--- src/idw_pkg.sv ---
// Package for the identify-words register bank (words 85..93 of the identify block).
// Assumes an AXI4-Lite master with 32-bit data; every register is one aligned word.
package idw_pkg;

   // Byte addresses
   localparam logic [7:0] OFS_FEAT_FIRST  = 8'h00;
   localparam logic [7:0] OFS_FEAT_SECOND = 8'h04;
   localparam logic [7:0] OFS_FEAT_THIRD  = 8'h08;
   localparam logic [7:0] OFS_UDMA        = 8'h0C;
   localparam logic [7:0] OFS_ERASE       = 8'h10;
   localparam logic [7:0] OFS_ENH_ERASE   = 8'h14;
   localparam logic [7:0] OFS_APM_LEVEL   = 8'h18;
   localparam logic [7:0] OFS_RST_RESULT  = 8'h1C;
   localparam logic [7:0] OFS_FEAT_CTRL   = 8'h20;
   localparam logic [7:0] OFS_SEC_CMD     = 8'h24;
   localparam logic [7:0] OFS_UDMA_SEL    = 8'h28;
   localparam logic [7:0] OFS_ERASE_TIME  = 8'h2C;

   // Features that the supported word marks as available, SMART excluded
   localparam logic [15:0] FEAT_WR_MASK   = 16'h7068;
   localparam logic [15:0] FEAT_CTRL_RST  = 16'h7068;
   localparam logic [15:0] FEAT_FIXED_ONE = 16'h0400;
   localparam int          SEC_BIT        = 1;
   localparam int          SEC_SET_BIT    = 0;
   localparam int          SEC_CLR_BIT    = 1;
   localparam logic [15:0] SECOND_WORD    = 16'h3500;
   localparam logic [15:0] THIRD_WORD     = 16'h4000;
   localparam logic [15:0] APM_WORD       = 16'h0000;
   localparam int          UDMA_SEL_POS   = 8;
   localparam int          UDMA_VLD_BIT   = 3;
   localparam int          RST_VALID_POS  = 14;
   localparam int          RST_CABLE_POS  = 13;
   localparam logic [31:0] ERASE_TIME_RST = 32'h0000_0000;

   localparam logic [1:0] RESP_OKAY   = 2'h0;
   localparam logic [1:0] RESP_SLVERR = 2'h2;

   // Levels captured while hardware reset runs
   typedef struct packed {
      logic       cable_high;
      logic       is_dev1;
      logic       diag_asserted;
      logic       busy_seen;
      logic       answers_dev1;
      logic       diag_passed;
      logic [1:0] number_method;
   } idw_rst_sense_type;

endpackage : idw_pkg

--- src/idw_regs.sv ---
// Identify words 85..93 as an AXI4-Lite register bank with feature controls.
// Assumes inputs synchronous to clk_i and a hardware-reset level from the host link.
//
// Our own choices: the placing of the registers and register access over AXI4-Lite.
`timescale 1ns/1ps
module idw_regs
   import idw_pkg::*;
#(
   parameter int UDMA_MAX = 6                         // Highest supported Ultra DMA mode
) (
   input  wire logic              clk_i,              // 125 MHz clock
   input  wire logic              rstn_i,             // Async reset, active low
   input  wire logic              hw_reset_i,         // Hardware reset in progress
   input  wire idw_rst_sense_type sense_i,            // Levels sensed during hardware reset
   input  wire logic [7:0]        s_axi_awaddr,       // Write address
   input  wire logic              s_axi_awvalid,      // Write address valid
   output logic                   s_axi_awready,      // Write address ready
   input  wire logic [31:0]       s_axi_wdata,        // Write data
   input  wire logic [3:0]        s_axi_wstrb,        // Byte enables
   input  wire logic              s_axi_wvalid,       // Write data valid
   output logic                   s_axi_wready,       // Write data ready
   output logic [1:0]             s_axi_bresp,        // Write response
   output logic                   s_axi_bvalid,       // Write response valid
   input  wire logic              s_axi_bready,       // Write response ready
   input  wire logic [7:0]        s_axi_araddr,       // Read address
   input  wire logic              s_axi_arvalid,      // Read address valid
   output logic                   s_axi_arready,      // Read address ready
   output logic [31:0]            s_axi_rdata,        // Read data
   output logic [1:0]             s_axi_rresp,        // Read response
   output logic                   s_axi_rvalid,       // Read data valid
   input  wire logic              s_axi_rready        // Read data ready
);

   if (UDMA_MAX < 0 || UDMA_MAX > 6) begin : g_bad_udma
      $error("UDMA_MAX must lie in 0..6");
   end

   // Reset synchroniser
   logic [1:0] rst_sync_r;
   logic       rstn;
   always_ff @(posedge clk_i or negedge rstn_i) begin
      if (!rstn_i) begin
         rst_sync_r <= 2'h0;
      end else begin
         rst_sync_r <= {rst_sync_r[0], 1'b1};
      end
   end
   assign rstn = rst_sync_r[1];

   // Supported Ultra DMA modes, one bit per mode
   logic [6:0] udma_sup;
   for (genvar n = 0; n < 7; n++) begin : g_udma_sup
      assign udma_sup[n] = (n <= UDMA_MAX);
   end

   // Register state
   logic [15:0] feat_ctrl_r, feat_ctrl_nxt;
   logic        sec_en_r, sec_en_nxt;
   logic [3:0]  udma_sel_r, udma_sel_nxt;
   logic [15:0] erase_r, erase_nxt;
   logic [13:0] rst_res_r, rst_res_nxt;

   // Write channel state
   logic        aw_held_r, aw_held_nxt;
   logic [7:0]  aw_addr_r, aw_addr_nxt;
   logic        w_held_r, w_held_nxt;
   logic [31:0] w_data_r, w_data_nxt;
   logic [3:0]  w_strb_r, w_strb_nxt;
   logic        awready_r, awready_nxt;
   logic        wready_r, wready_nxt;
   logic        bvalid_r, bvalid_nxt;
   logic [1:0]  bresp_r, bresp_nxt;

   // Read channel state
   logic        arready_r, arready_nxt;
   logic        rvalid_r, rvalid_nxt;
   logic [31:0] rdata_r, rdata_nxt;
   logic [1:0]  rresp_r, rresp_nxt;

   // Assembled identify words
   logic [15:0] word_first, word_udma, word_rst;
   logic        do_wr;
   logic [31:0] wr_mask;

   always_comb begin
      word_first = (feat_ctrl_r & FEAT_WR_MASK) | FEAT_FIXED_ONE;
      word_first[SEC_BIT] = sec_en_r;
      word_udma = {9'h000, udma_sup};
      if (udma_sel_r[UDMA_VLD_BIT]) begin
         word_udma[UDMA_SEL_POS + int'(udma_sel_r[2:0])] = 1'b1;
      end
      word_rst = {2'b01, rst_res_r};
   end

   function automatic logic [32:0] rd_mux(input logic [7:0] a, input logic [15:0] f,
                                          input logic [15:0] u, input logic [15:0] r);
      logic [32:0] v;
      v = {1'b0, 32'h0000_0000};
      unique case (a)
         OFS_FEAT_FIRST:  v[15:0] = f;
         OFS_FEAT_SECOND: v[15:0] = SECOND_WORD;
         OFS_FEAT_THIRD:  v[15:0] = THIRD_WORD;
         OFS_UDMA:        v[15:0] = u;
         OFS_ERASE:       v[15:0] = {8'h00, erase_r[7:0]};
         OFS_ENH_ERASE:   v[15:0] = {8'h00, erase_r[15:8]};
         OFS_APM_LEVEL:   v[15:0] = APM_WORD;
         OFS_RST_RESULT:  v[15:0] = r;
         OFS_FEAT_CTRL:   v[15:0] = feat_ctrl_r;
         OFS_SEC_CMD:     v[15:0] = 16'h0000;
         OFS_UDMA_SEL:    v[3:0]  = udma_sel_r;
         OFS_ERASE_TIME:  v[15:0] = erase_r;
         default:         v[32]   = 1'b1;
      endcase
      return v;
   endfunction : rd_mux

   // Write channel and writable controls
   always_comb begin
      aw_held_nxt   = aw_held_r;
      aw_addr_nxt   = aw_addr_r;
      w_held_nxt    = w_held_r;
      w_data_nxt    = w_data_r;
      w_strb_nxt    = w_strb_r;
      bvalid_nxt    = bvalid_r;
      bresp_nxt     = bresp_r;
      feat_ctrl_nxt = feat_ctrl_r;
      sec_en_nxt    = sec_en_r;
      udma_sel_nxt  = udma_sel_r;
      erase_nxt     = erase_r;
      wr_mask       = {{8{w_strb_r[3]}}, {8{w_strb_r[2]}}, {8{w_strb_r[1]}}, {8{w_strb_r[0]}}};
      do_wr         = aw_held_r && w_held_r && !bvalid_r;
      if (s_axi_awvalid && awready_r) begin
         aw_held_nxt = 1'b1;
         aw_addr_nxt = s_axi_awaddr;
      end
      if (s_axi_wvalid && wready_r) begin
         w_held_nxt = 1'b1;
         w_data_nxt = s_axi_wdata;
         w_strb_nxt = s_axi_wstrb;
      end
      if (bvalid_r && s_axi_bready) begin
         bvalid_nxt = 1'b0;
      end
      if (do_wr) begin
         aw_held_nxt = 1'b0;
         w_held_nxt  = 1'b0;
         bvalid_nxt  = 1'b1;
         bresp_nxt   = RESP_OKAY;
         unique case ({aw_addr_r[7:2], 2'b00})
            // Identify words ignore writes; only the controls below and a hardware reset change them
            OFS_FEAT_FIRST, OFS_FEAT_SECOND, OFS_FEAT_THIRD, OFS_UDMA,
            OFS_ERASE, OFS_ENH_ERASE, OFS_APM_LEVEL, OFS_RST_RESULT: ;
            OFS_FEAT_CTRL: begin
               // Unsupported features cannot be turned on
               feat_ctrl_nxt = ((feat_ctrl_r & ~wr_mask[15:0]) | (w_data_r[15:0] & wr_mask[15:0]))
                               & FEAT_WR_MASK;
            end
            OFS_SEC_CMD: begin
               if (w_strb_r[0] && w_data_r[SEC_SET_BIT]) begin
                  sec_en_nxt = 1'b1;
               end else if (w_strb_r[0] && w_data_r[SEC_CLR_BIT]) begin
                  sec_en_nxt = 1'b0;
               end
            end
            OFS_UDMA_SEL: begin
               // A mode above the supported maximum is refused and the old one kept
               if (w_strb_r[0] && int'(w_data_r[2:0]) <= UDMA_MAX) begin
                  udma_sel_nxt = w_data_r[3:0];
               end
            end
            OFS_ERASE_TIME: begin
               erase_nxt = (erase_r & ~wr_mask[15:0]) | (w_data_r[15:0] & wr_mask[15:0]);
            end
            default: bresp_nxt = RESP_SLVERR;
         endcase
      end
      awready_nxt = !aw_held_nxt && !bvalid_nxt;
      wready_nxt  = !w_held_nxt && !bvalid_nxt;
   end

   always_ff @(posedge clk_i or negedge rstn) begin
      if (!rstn) begin
         aw_held_r   <= 1'b0;
         aw_addr_r   <= 8'h00;
         w_held_r    <= 1'b0;
         w_data_r    <= 32'h0000_0000;
         w_strb_r    <= 4'h0;
         awready_r   <= 1'b0;
         wready_r    <= 1'b0;
         bvalid_r    <= 1'b0;
         bresp_r     <= RESP_OKAY;
         feat_ctrl_r <= FEAT_CTRL_RST;
         sec_en_r    <= 1'b0;
         udma_sel_r  <= 4'h0;
         erase_r     <= ERASE_TIME_RST[15:0];
      end else begin
         aw_held_r   <= aw_held_nxt;
         aw_addr_r   <= aw_addr_nxt;
         w_held_r    <= w_held_nxt;
         w_data_r    <= w_data_nxt;
         w_strb_r    <= w_strb_nxt;
         awready_r   <= awready_nxt;
         wready_r    <= wready_nxt;
         bvalid_r    <= bvalid_nxt;
         bresp_r     <= bresp_nxt;
         feat_ctrl_r <= feat_ctrl_nxt;
         sec_en_r    <= sec_en_nxt;
         udma_sel_r  <= udma_sel_nxt;
         erase_r     <= erase_nxt;
      end
   end

   // Read channel
   logic [32:0] rd_val;
   always_comb begin
      arready_nxt = arready_r;
      rvalid_nxt  = rvalid_r;
      rdata_nxt   = rdata_r;
      rresp_nxt   = rresp_r;
      rd_val      = rd_mux({s_axi_araddr[7:2], 2'b00}, word_first, word_udma, word_rst);
      if (rvalid_r && s_axi_rready) begin
         rvalid_nxt  = 1'b0;
         arready_nxt = 1'b1;
      end
      if (s_axi_arvalid && arready_r) begin
         arready_nxt = 1'b0;
         rvalid_nxt  = 1'b1;
         rdata_nxt   = rd_val[31:0];
         rresp_nxt   = rd_val[32] ? RESP_SLVERR : RESP_OKAY;
      end
      if (!arready_r && !rvalid_r && !rvalid_nxt) begin
         arready_nxt = 1'b1;
      end
   end

   always_ff @(posedge clk_i or negedge rstn) begin
      if (!rstn) begin
         arready_r <= 1'b0;
         rvalid_r  <= 1'b0;
         rdata_r   <= 32'h0000_0000;
         rresp_r   <= RESP_OKAY;
      end else begin
         arready_r <= arready_nxt;
         rvalid_r  <= rvalid_nxt;
         rdata_r   <= rdata_nxt;
         rresp_r   <= rresp_nxt;
      end
   end

   // Hardware reset result, caught only while the hardware reset runs
   always_comb begin
      rst_res_nxt = rst_res_r;
      if (hw_reset_i) begin
         rst_res_nxt = 14'h0000;
         rst_res_nxt[RST_CABLE_POS] = sense_i.cable_high;
         if (sense_i.is_dev1) begin
            rst_res_nxt[11]   = sense_i.diag_asserted;
            rst_res_nxt[10:9] = sense_i.number_method;
            rst_res_nxt[8]    = 1'b1;
         end else begin
            rst_res_nxt[6]   = sense_i.answers_dev1;
            rst_res_nxt[5]   = sense_i.busy_seen;
            rst_res_nxt[4]   = sense_i.diag_asserted;
            rst_res_nxt[3]   = sense_i.diag_passed;
            rst_res_nxt[2:1] = sense_i.number_method;
            rst_res_nxt[0]   = 1'b1;
         end
      end
   end

   always_ff @(posedge clk_i or negedge rstn) begin
      if (!rstn) begin
         rst_res_r <= 14'h0000;
      end else begin
         rst_res_r <= rst_res_nxt;
      end
   end

   assign s_axi_awready = awready_r;
   assign s_axi_wready  = wready_r;
   assign s_axi_bvalid  = bvalid_r;
   assign s_axi_bresp   = bresp_r;
   assign s_axi_arready = arready_r;
   assign s_axi_rvalid  = rvalid_r;
   assign s_axi_rdata   = rdata_r;
   assign s_axi_rresp   = rresp_r;

   // Checks
   first_fixed_a: assert property (@(posedge clk_i) disable iff (!rstn)
      word_first[10] && (word_first[15] | word_first[11] | word_first[9] | word_first[8]
                         | word_first[7] | word_first[4] | word_first[2]) == 1'b0)
      else $error("first enabled word fixed bits wrong");

   smart_zero_a: assert property (@(posedge clk_i) disable iff (!rstn)
      word_first[0] == 1'b0)
      else $error("SMART enabled bit not zero");

   sec_cause_a: assert property (@(posedge clk_i) disable iff (!rstn)
      $rose(sec_en_r) |-> $past(do_wr) && $past({aw_addr_r[7:2], 2'b00}) == OFS_SEC_CMD
                          && $past(w_data_r[SEC_SET_BIT]))
      else $error("security enabled without set-password");

   feat_write_a: assert property (@(posedge clk_i) disable iff (!rstn)
      do_wr && {aw_addr_r[7:2], 2'b00} == OFS_FEAT_CTRL && w_strb_r[0]
      |=> word_first[6] == $past(w_data_r[6]) && word_first[5] == $past(w_data_r[5]))
      else $error("look-ahead or write cache bit not reported");

   udma_sel_a: assert property (@(posedge clk_i) disable iff (!rstn)
      $onehot0(word_udma[14:8]) && (word_udma[15] | word_udma[7]) == 1'b0)
      else $error("Ultra DMA selection not one-hot");

   rst_hold_a: assert property (@(posedge clk_i) disable iff (!rstn)
      !hw_reset_i |=> $stable(rst_res_r[12:0]))
      else $error("reset result changed outside hardware reset");

   dev_split_a: assert property (@(posedge clk_i) disable iff (!rstn)
      hw_reset_i && !sense_i.is_dev1 |=> rst_res_r[12:8] == 5'h00 && rst_res_r[0])
      else $error("device 0 reset result wrong");

   rd_latency_a: assert property (@(posedge clk_i) disable iff (!rstn)
      s_axi_arvalid && arready_r |=> rvalid_r ##0 !arready_r)
      else $error("read answer not one cycle after address");

   apm_zero_a: assert property (@(posedge clk_i) disable iff (!rstn)
      s_axi_arvalid && arready_r && {s_axi_araddr[7:2], 2'b00} == OFS_APM_LEVEL
      |=> rdata_r == 32'h0000_0000 && rresp_r == RESP_OKAY)
      else $error("power level word not zero");

   dev1_split_a: assert property (@(posedge clk_i) disable iff (!rstn)
      hw_reset_i && sense_i.is_dev1 |=> rst_res_r[8] && rst_res_r[12] == 1'b0 && rst_res_r[7:0] == 8'h00)
      else $error("device 1 reset result wrong");

   cable_sense_a: assert property (@(posedge clk_i) disable iff (!rstn)
      hw_reset_i |=> rst_res_r[RST_CABLE_POS] == $past(sense_i.cable_high))
      else $error("cable level not captured");

   udma_support_a: assert property (@(posedge clk_i) disable iff (!rstn)
      word_udma[0] && (word_udma[6:0] & (word_udma[6:0] + 7'h01)) == 7'h00)
      else $error("Ultra DMA support bits not contiguous");

   sel_range_a: assert property (@(posedge clk_i) disable iff (!rstn)
      int'(udma_sel_r[2:0]) <= UDMA_MAX)
      else $error("selected Ultra DMA mode above supported maximum");

   second_word_a: assert property (@(posedge clk_i) disable iff (!rstn)
      s_axi_arvalid && arready_r && {s_axi_araddr[7:2], 2'b00} == OFS_FEAT_SECOND
      |=> rdata_r == {16'h0000, SECOND_WORD} && rresp_r == RESP_OKAY)
      else $error("second enabled word wrong");

endmodule : idw_regs

--- config.mk ---
export PLATFORM = sky130hd
export DESIGN_NAME = idw_regs
export DESIGN_NICKNAME = d
export VERILOG_FILES = /design/src/idw_pkg.sv /design/src/idw_regs.sv
export SDC_FILE = /design/constraint.sdc
export NUM_CORES = 1
export LEC_CHECK = 0
export BUFFER_PORTS_ARGS = -buffer_cell sky130_fd_sc_hd__buf_2
export CAP_MARGIN = 20
export CORE_MARGIN = 4
export CORE_UTILIZATION = 42
export CTS_BUF_LIST = sky130_fd_sc_hd__clkbuf_4 sky130_fd_sc_hd__clkbuf_8
export DETAILED_ROUTE_END_ITERATION = 8
export PLACE_DENSITY = 0.66
export RECOVER_POWER = 50
export SLEW_MARGIN = 20
export SYNTH_ARGS = -nofsm -noshare
export SYNTH_HDL_FRONTEND = slang
export SYNTH_SLANG_ARGS = --single-unit
--- constraint.sdc ---
create_clock -name clk_i -period 2.9 [get_ports clk_i]
set_input_delay 0.29 -clock clk_i [delete_from_list [all_inputs] [get_ports clk_i]]
set_output_delay 0.29 -clock clk_i [all_outputs]
set_load 0.05 [all_outputs]
Word-level counts from Yosys, hierarchy flattened
Cells that the tools add are included.

storage, ports and cells
  register bits = 94
  bits of input ports = 68

operators by class
  mux-type cells = 22
  equality and inequality tests = 22
  bitwise gates (word level) = 6
  reductions and logical operators = 33
  magnitude comparators = 3
  add/subtract/negate cells = 1

operator list
  cell                                                                                  number
  12-bit one-hot mux with 9 select lines                                                1
  6-bit by 3-bit equality test with 1-bit output (second input constant)                8
  6-bit by 4-bit equality test with 1-bit output (second input constant)                8
  16-bit bitwise AND                                                                    2
  4-bit one-hot mux with 7 select lines                                                 1
  6-bit by 2-bit equality test with 1-bit output (second input constant)                4
  12-bit OR reduction                                                                   2
  16-bit 2-to-1 mux                                                                     1
  16-bit inverter                                                                       1
  16-bit bitwise OR                                                                     1
  15-bit bitwise AND                                                                    1
  1-bit logical AND                                                                     15
  15-bit bitwise OR                                                                     1
  1-bit 2-to-1 mux                                                                      14
  6-bit by 1-bit equality test with 1-bit output (second input constant)                2
  6-bit logical NOT                                                                     2
  1-bit logical NOT                                                                     7
  7-bit 2-to-1 mux                                                                      1
  3-bit AND reduction                                                                   2
  4-bit by 3-bit adder with 5-bit output (first input constant)                         1
  5-bit by 1-bit greater-or-equal comparator with 1-bit output (second input constant)  1
  5-bit less-than comparator (second input constant)                                    1
  1-bit demux with 4-bit select                                                         1
  2-bit 2-to-1 mux                                                                      2
  other kinds (6)                                                                       7

Longest topological paths before layout
  depth in word-level cells = 7
  mapped depth = 6
  gate-level depth less buffers = 4

Worst setup path before layout
Ideal clock, no wire load.

  kind = register to register
  start = register bvalid_r (netlist: s_axi_bvalid)
  end = register udma_sel_r[0]
  stages on the path, launching flop included = 6
  slack = 1035 ps
  arrival = 1741 ps
  clock period less this slack = 1865 ps
  library setup time = 125 ps
  required time = 2775 ps
  cell sequence = dfrtp_1 -> and3b_1 -> buf_2 -> nand3_2 -> and4bb_2 -> mux2_2

on the way
  cells in the longest elaborated chain, start to end = 3

ends and longest elaborated chain
  what                           line             source
  from (decl)                    idw_regs.sv:71   logic bvalid_r, bvalid_nxt;
  from (signal assigned)         idw_regs.sv:204  bvalid_r <= bvalid_nxt;
  1-bit logical NOT              idw_regs.sv:131  do_wr = aw_held_r && w_held_r && !bvalid_r;
  1-bit logical AND              idw_regs.sv:131
  3-bit AND reduction (no line)  -
  to (signal assigned)           idw_regs.sv:208  udma_sel_r <= udma_sel_nxt;
  to (decl)                      idw_regs.sv:59   logic [3:0] udma_sel_r, udma_sel_nxt;

No other way between the ends.
A chain may end at the register's enable or synchronous reset.

==> report_table.html <==
<table>
<tr><th>Metric</th><th>Value</th></tr>
<tr><th colspan="2">Outcome</th></tr>
<tr><td>Outcome</td><td>complete, no violations</td></tr>
<tr><th colspan="2">Die</th></tr>
<tr><td>Die boundary width</td><td>109 µm</td></tr>
<tr><td>Initial core utilization</td><td>43.2%</td></tr>
<tr><td>Core Footprint</td><td>9820 µm²</td></tr>
<tr><td>Ports placed on the boundary</td><td>109</td></tr>
<tr><td>Number of placement rows</td><td>36</td></tr>
<tr><td>Die Area</td><td>11800 µm²</td></tr>
<tr><td>Die Y-Extent</td><td>109 µm</td></tr>
<tr><th colspan="2">Worst setup path</th></tr>
<tr><td>Worst-path maximum fanout</td><td>9</td></tr>
<tr><td>Startpoint class of the critical path</td><td>flip-flop</td></tr>
<tr><td>Critical path data required time</td><td>3.14 ns</td></tr>
<tr><td>Crit path capture type</td><td>flip-flop</td></tr>
<tr><td>Arrival time at the worst endpoint</td><td>2.12 ns</td></tr>
<tr><td>Critical setup path kind</td><td>flip-flop to flip-flop</td></tr>
<tr><th colspan="2">Yosys</th></tr>
<tr><td>Count of unique library cells instantiated by Yosys</td><td>52</td></tr>
<tr><td>Share of Yosys cell area claimed by the top area cell type</td><td>49.5%</td></tr>
<tr><td>Most numerous cell in the Yosys netlist</td><td>dfrtp_1</td></tr>
<tr><td>Dominant cell type by area after synthesis</td><td>dfrtp_1</td></tr>
<tr><td>Syn_area_per_cell</td><td>11.9 µm²</td></tr>
<tr><td>Largest cells by area after synthesis</td><td>dfrtp_1, mux2_2, dfstp_2, a32oi_1, buf_4</td></tr>
<tr><td>Commonest cells in the synthesized netlist</td><td>dfrtp_1, mux2_2, nand2_1</td></tr>
<tr><td>Area of the mapped netlist</td><td>about 4200 µm²</td></tr>
<tr><td>Cells after synthesis</td><td>358</td></tr>
<tr><td>Register bit total from synthesis</td><td>90</td></tr>
<tr><td>Count of synthesis-stage warnings from yosys</td><td>0</td></tr>
<tr><td>Seq/Total Area, Yosys</td><td>about 53%</td></tr>
<tr><td>Most used flip-flop cell after synthesis</td><td>dfrtp_1</td></tr>
<tr><td>Share of flip-flops with an asynchronous set or reset after synthesis</td><td>100%</td></tr>
<tr><td>Number of flops mapped to enable cells by yosys</td><td>0</td></tr>
<tr><th colspan="2">Detailed routing</th></tr>
<tr><td>Routed metal-1 wirelength</td><td>4.28 mm</td></tr>
<tr><td>Met3 wire length</td><td>733 µm</td></tr>
<tr><td>First DRT Iteration DRCs</td><td>170</td></tr>
<tr><td>Number of iterations in the first detailed-routing pass</td><td>5</td></tr>
<tr><td>Remaining routing DRC violations</td><td>0</td></tr>
<tr><td>DR vias</td><td>approximately 3000</td></tr>
<tr><td>Number of nets with antenna violations after routing</td><td>0</td></tr>
<tr><td>Highest metal layer used by the detailed router</td><td>met4</td></tr>
<tr><td>WL/cell</td><td>17.0 µm</td></tr>
<tr><td>Met2 WL</td><td>around 4.4 mm</td></tr>
<tr><td>Sum of routed wire length over all layers</td><td>9.56 mm</td></tr>
<tr><td>Number of vias per cell</td><td>5.38</td></tr>
<tr><th colspan="2">Timing</th></tr>
<tr><td>Final worst path period share</td><td>64.9%</td></tr>
<tr><td>Setup TNS Final</td><td>0 ns</td></tr>
<tr><td>Hold slack</td><td>0.135 ns</td></tr>
<tr><td>Final hold violation count</td><td>0</td></tr>
<tr><td>Highest clock rate</td><td>531 MHz</td></tr>
<tr><td>Minimum clock period</td><td>roughly 1.9 ns</td></tr>
<tr><td>Final setup violation count</td><td>0</td></tr>
<tr><td>Clock Skews</td><td>0.00958 ns</td></tr>
<tr><td>Setup repair after global routing missed its margin</td><td>false</td></tr>
<tr><td>Pins over their slew limit</td><td>0</td></tr>
<tr><td>Max-Slew Margin vs Limit</td><td>7.53%</td></tr>
<tr><td>Post-route setup slack</td><td>1.02 ns</td></tr>
<tr><td>Slew at the pin closest to its max-slew limit</td><td>between 1 and 1.5 ns</td></tr>
<tr><th colspan="2">Global route</th></tr>
<tr><td>Largest net degree at the start of global routing</td><td>89</td></tr>
<tr><td>Vias in the first global route</td><td>2938</td></tr>
<tr><td>GRT Overall Usage</td><td>16.7%</td></tr>
<tr><td>Antenna violations before repair</td><td>0</td></tr>
<tr><td>Global-route wire length before repair</td><td>about 15 mm</td></tr>
<tr><td>Total congestion overflow</td><td>0</td></tr>
<tr><th colspan="2">Cells and area</th></tr>
<tr><td>Layout-stage area growth over the synthesis result</td><td>14.1%</td></tr>
<tr><td>Post-route insts no fill</td><td>563</td></tr>
<tr><td>Number of nets in the layout</td><td>493</td></tr>
<tr><td>Cell area after layout</td><td>4840 µm²</td></tr>
<tr><td>Share of final-layout standard cells stronger than drive strength 1</td><td>37.0%</td></tr>
<tr><td>Antenna diode count</td><td>0</td></tr>
<tr><td>Number of fill cells in the layout</td><td>936</td></tr>
<tr><th colspan="2">CTS</th></tr>
<tr><td>Number of buffers created by CTS</td><td>9</td></tr>
<tr><td>Number of buffers on the longest clock path</td><td>2</td></tr>
<tr><td>Latest clock arrival within the worst-skew pair</td><td>between 0.3 and 0.4 ns</td></tr>
<tr><td>Clock transition at the registers of the reported paths</td><td>approximately 0.090 ns</td></tr>
<tr><td>H-tree levels</td><td>3</td></tr>
<tr><td>Number of buffers added to fix hold violations after cts</td><td>1</td></tr>
<tr><td>TritonCTS clock tree</td><td>yes</td></tr>
<tr><td>Root Buffer Master</td><td>clkbuf_8</td></tr>
<tr><td>Count of buffers added by post-CTS timing repair for setup</td><td>0</td></tr>
<tr><td>Post-cts gate resize count</td><td>0</td></tr>
<tr><td>CTS sink cnt</td><td>90</td></tr>
<tr><th colspan="2">Placement</th></tr>
<tr><td>Port Buffers</td><td>68</td></tr>
<tr><td>Post-place setup slack</td><td>1.00 ns</td></tr>
<tr><td>Global placement routability congestion</td><td>0.874</td></tr>
<tr><td>Number of placed instances with taps included</td><td>~550</td></tr>
<tr><td>Detailed-placement wirelength estimate</td><td>around 6.9 mm</td></tr>
<tr><td>Placed instance area</td><td>4630 µm²</td></tr>
<tr><th colspan="2">Power</th></tr>
<tr><td>Static Leakage</td><td>between 2 and 2.5 nW</td></tr>
<tr><td>Max VDD drop</td><td>~0.51 mV</td></tr>
<tr><td>Power density normalized to cell area</td><td>736 nW/µm²</td></tr>
<tr><th colspan="2">Run</th></tr>
<tr><td>Maximum capacitance violations</td><td>0</td></tr>
<tr><th colspan="2">Min path</th></tr>
<tr><td>Class of the tightest hold or removal check</td><td>primary input to flip-flop</td></tr>
</table>
[cells in the final DEF, fill, tap and decap left out, types with 3 or more instances in the layout]
cell	netlist	routed
a21oi_1	5	5
a31oi_1	3	3
a222oi_1	3	3
nand3b_1	8	8
buf_2	6	67
a221oi_1	4	4
mux2_2	44	44
inv_1	14	14
a32oi_1	16	16
nand4_1	3	3
and4bb_2	3	3
a32o_1	3	3
nor2_1	11	11
clkbuf_4	0	3
and3_1	4	4
mux2_4	8	8
dfrtp_1	84	84
conb_1	2	19
a22oi_1	5	5
clkbuf_8	0	10
nor2b_1	7	7
nand2b_1	3	3
or2_2	3	3
nor3_2	3	3
o21ai_0	17	17
nand2_1	28	28
dfstp_2	6	6
nand3_1	10	10
[path summary, 6_finish.rpt]
| check | startpoint | slack, ns | endpoint | cells after the start |
|---|---|---|---|---|
| setup / recovery | s_axi_bvalid | 1.02 | flip-flop | 4 |
| max in group asynchronous | rst_sync_r[1] | 1.36 | asynchronous set/reset pin | 1 |
| min in group asynchronous | rstn_i | 0.24 | rst_sync_r[0] | 2 |
| setup reg to reg | s_axi_bvalid | 1.02 | flip-flop | 4 |
| hold / removal | s_axi_rready | 0.14 | s_axi_rvalid | 2 |
| hold reg to reg | rst_sync_r[0] | 0.35 | rst_sync_r[1] | 0 |
[worst max-delay path, stage by stage (launching register included)]
cell and delay [ns]:
dfrtp_1 0.41, and3b_1 0.42, nand3_2 0.14, or2_1 0.44, mux2_4 0.36
[stage by stage]
stage	total power, mW	util [%]
floorplan	2.56	-
global route	3.77	49.3
CTS	3.60	49.1
detailed placement	2.80	47.1
finish	3.57	49.3
global placement	2.76	47.1
[per-layer routing]
| layer | track usage [%] | vias up |
|---|---|---|
| met4 | 4.06 | 0 |
| met3 | 4.84 | 8 |
| met5 | 0 | - |
| li1 | - | 1418 |
| met2 | 26.0 | 145 |
| met1 | 22.9 | 1456 |
[area by class of cell]
class | instances | area, µm² | area share (%)
Tap cell | 133 | 166 | 3.43
Sequential cell | 90 | 2260 | 46.6
Inverter | 14 | 52.6 | 1.08
Multi-Input combinational cell | 238 | 1790 | 37.0
Timing Repair Buffer | 72 | 392 | 8.08
Clock buffer | 13 | 160 | 3.31
Clock inverter | 3 | 23.8 | 0.491
[where the power goes]
| group | total, mW | switching, mW | internal, mW |
|---|---|---|---|
| combinational | 0.848 | 0.447 | 0.402 |
| clock | 0.794 | 0.426 | 0.367 |
| sequential | 1.92 | 0.311 | 1.61 |
| total | 3.57 | 1.18 | 2.38 |
[kinds of logic (layout without fill, tap and decap cells)]
kind of cell,count (synthesis),after routing,synth area share [%]
xor+xnor,1,1,0.206
compound gates,66,66,11.5
other cells,2,19,0.177
flops,90,90,53.2
buf+inv,47,102,6.10
simple gates,99,99,14.0
mux,53,53,14.7
Power figures use the tool's default switching activity.
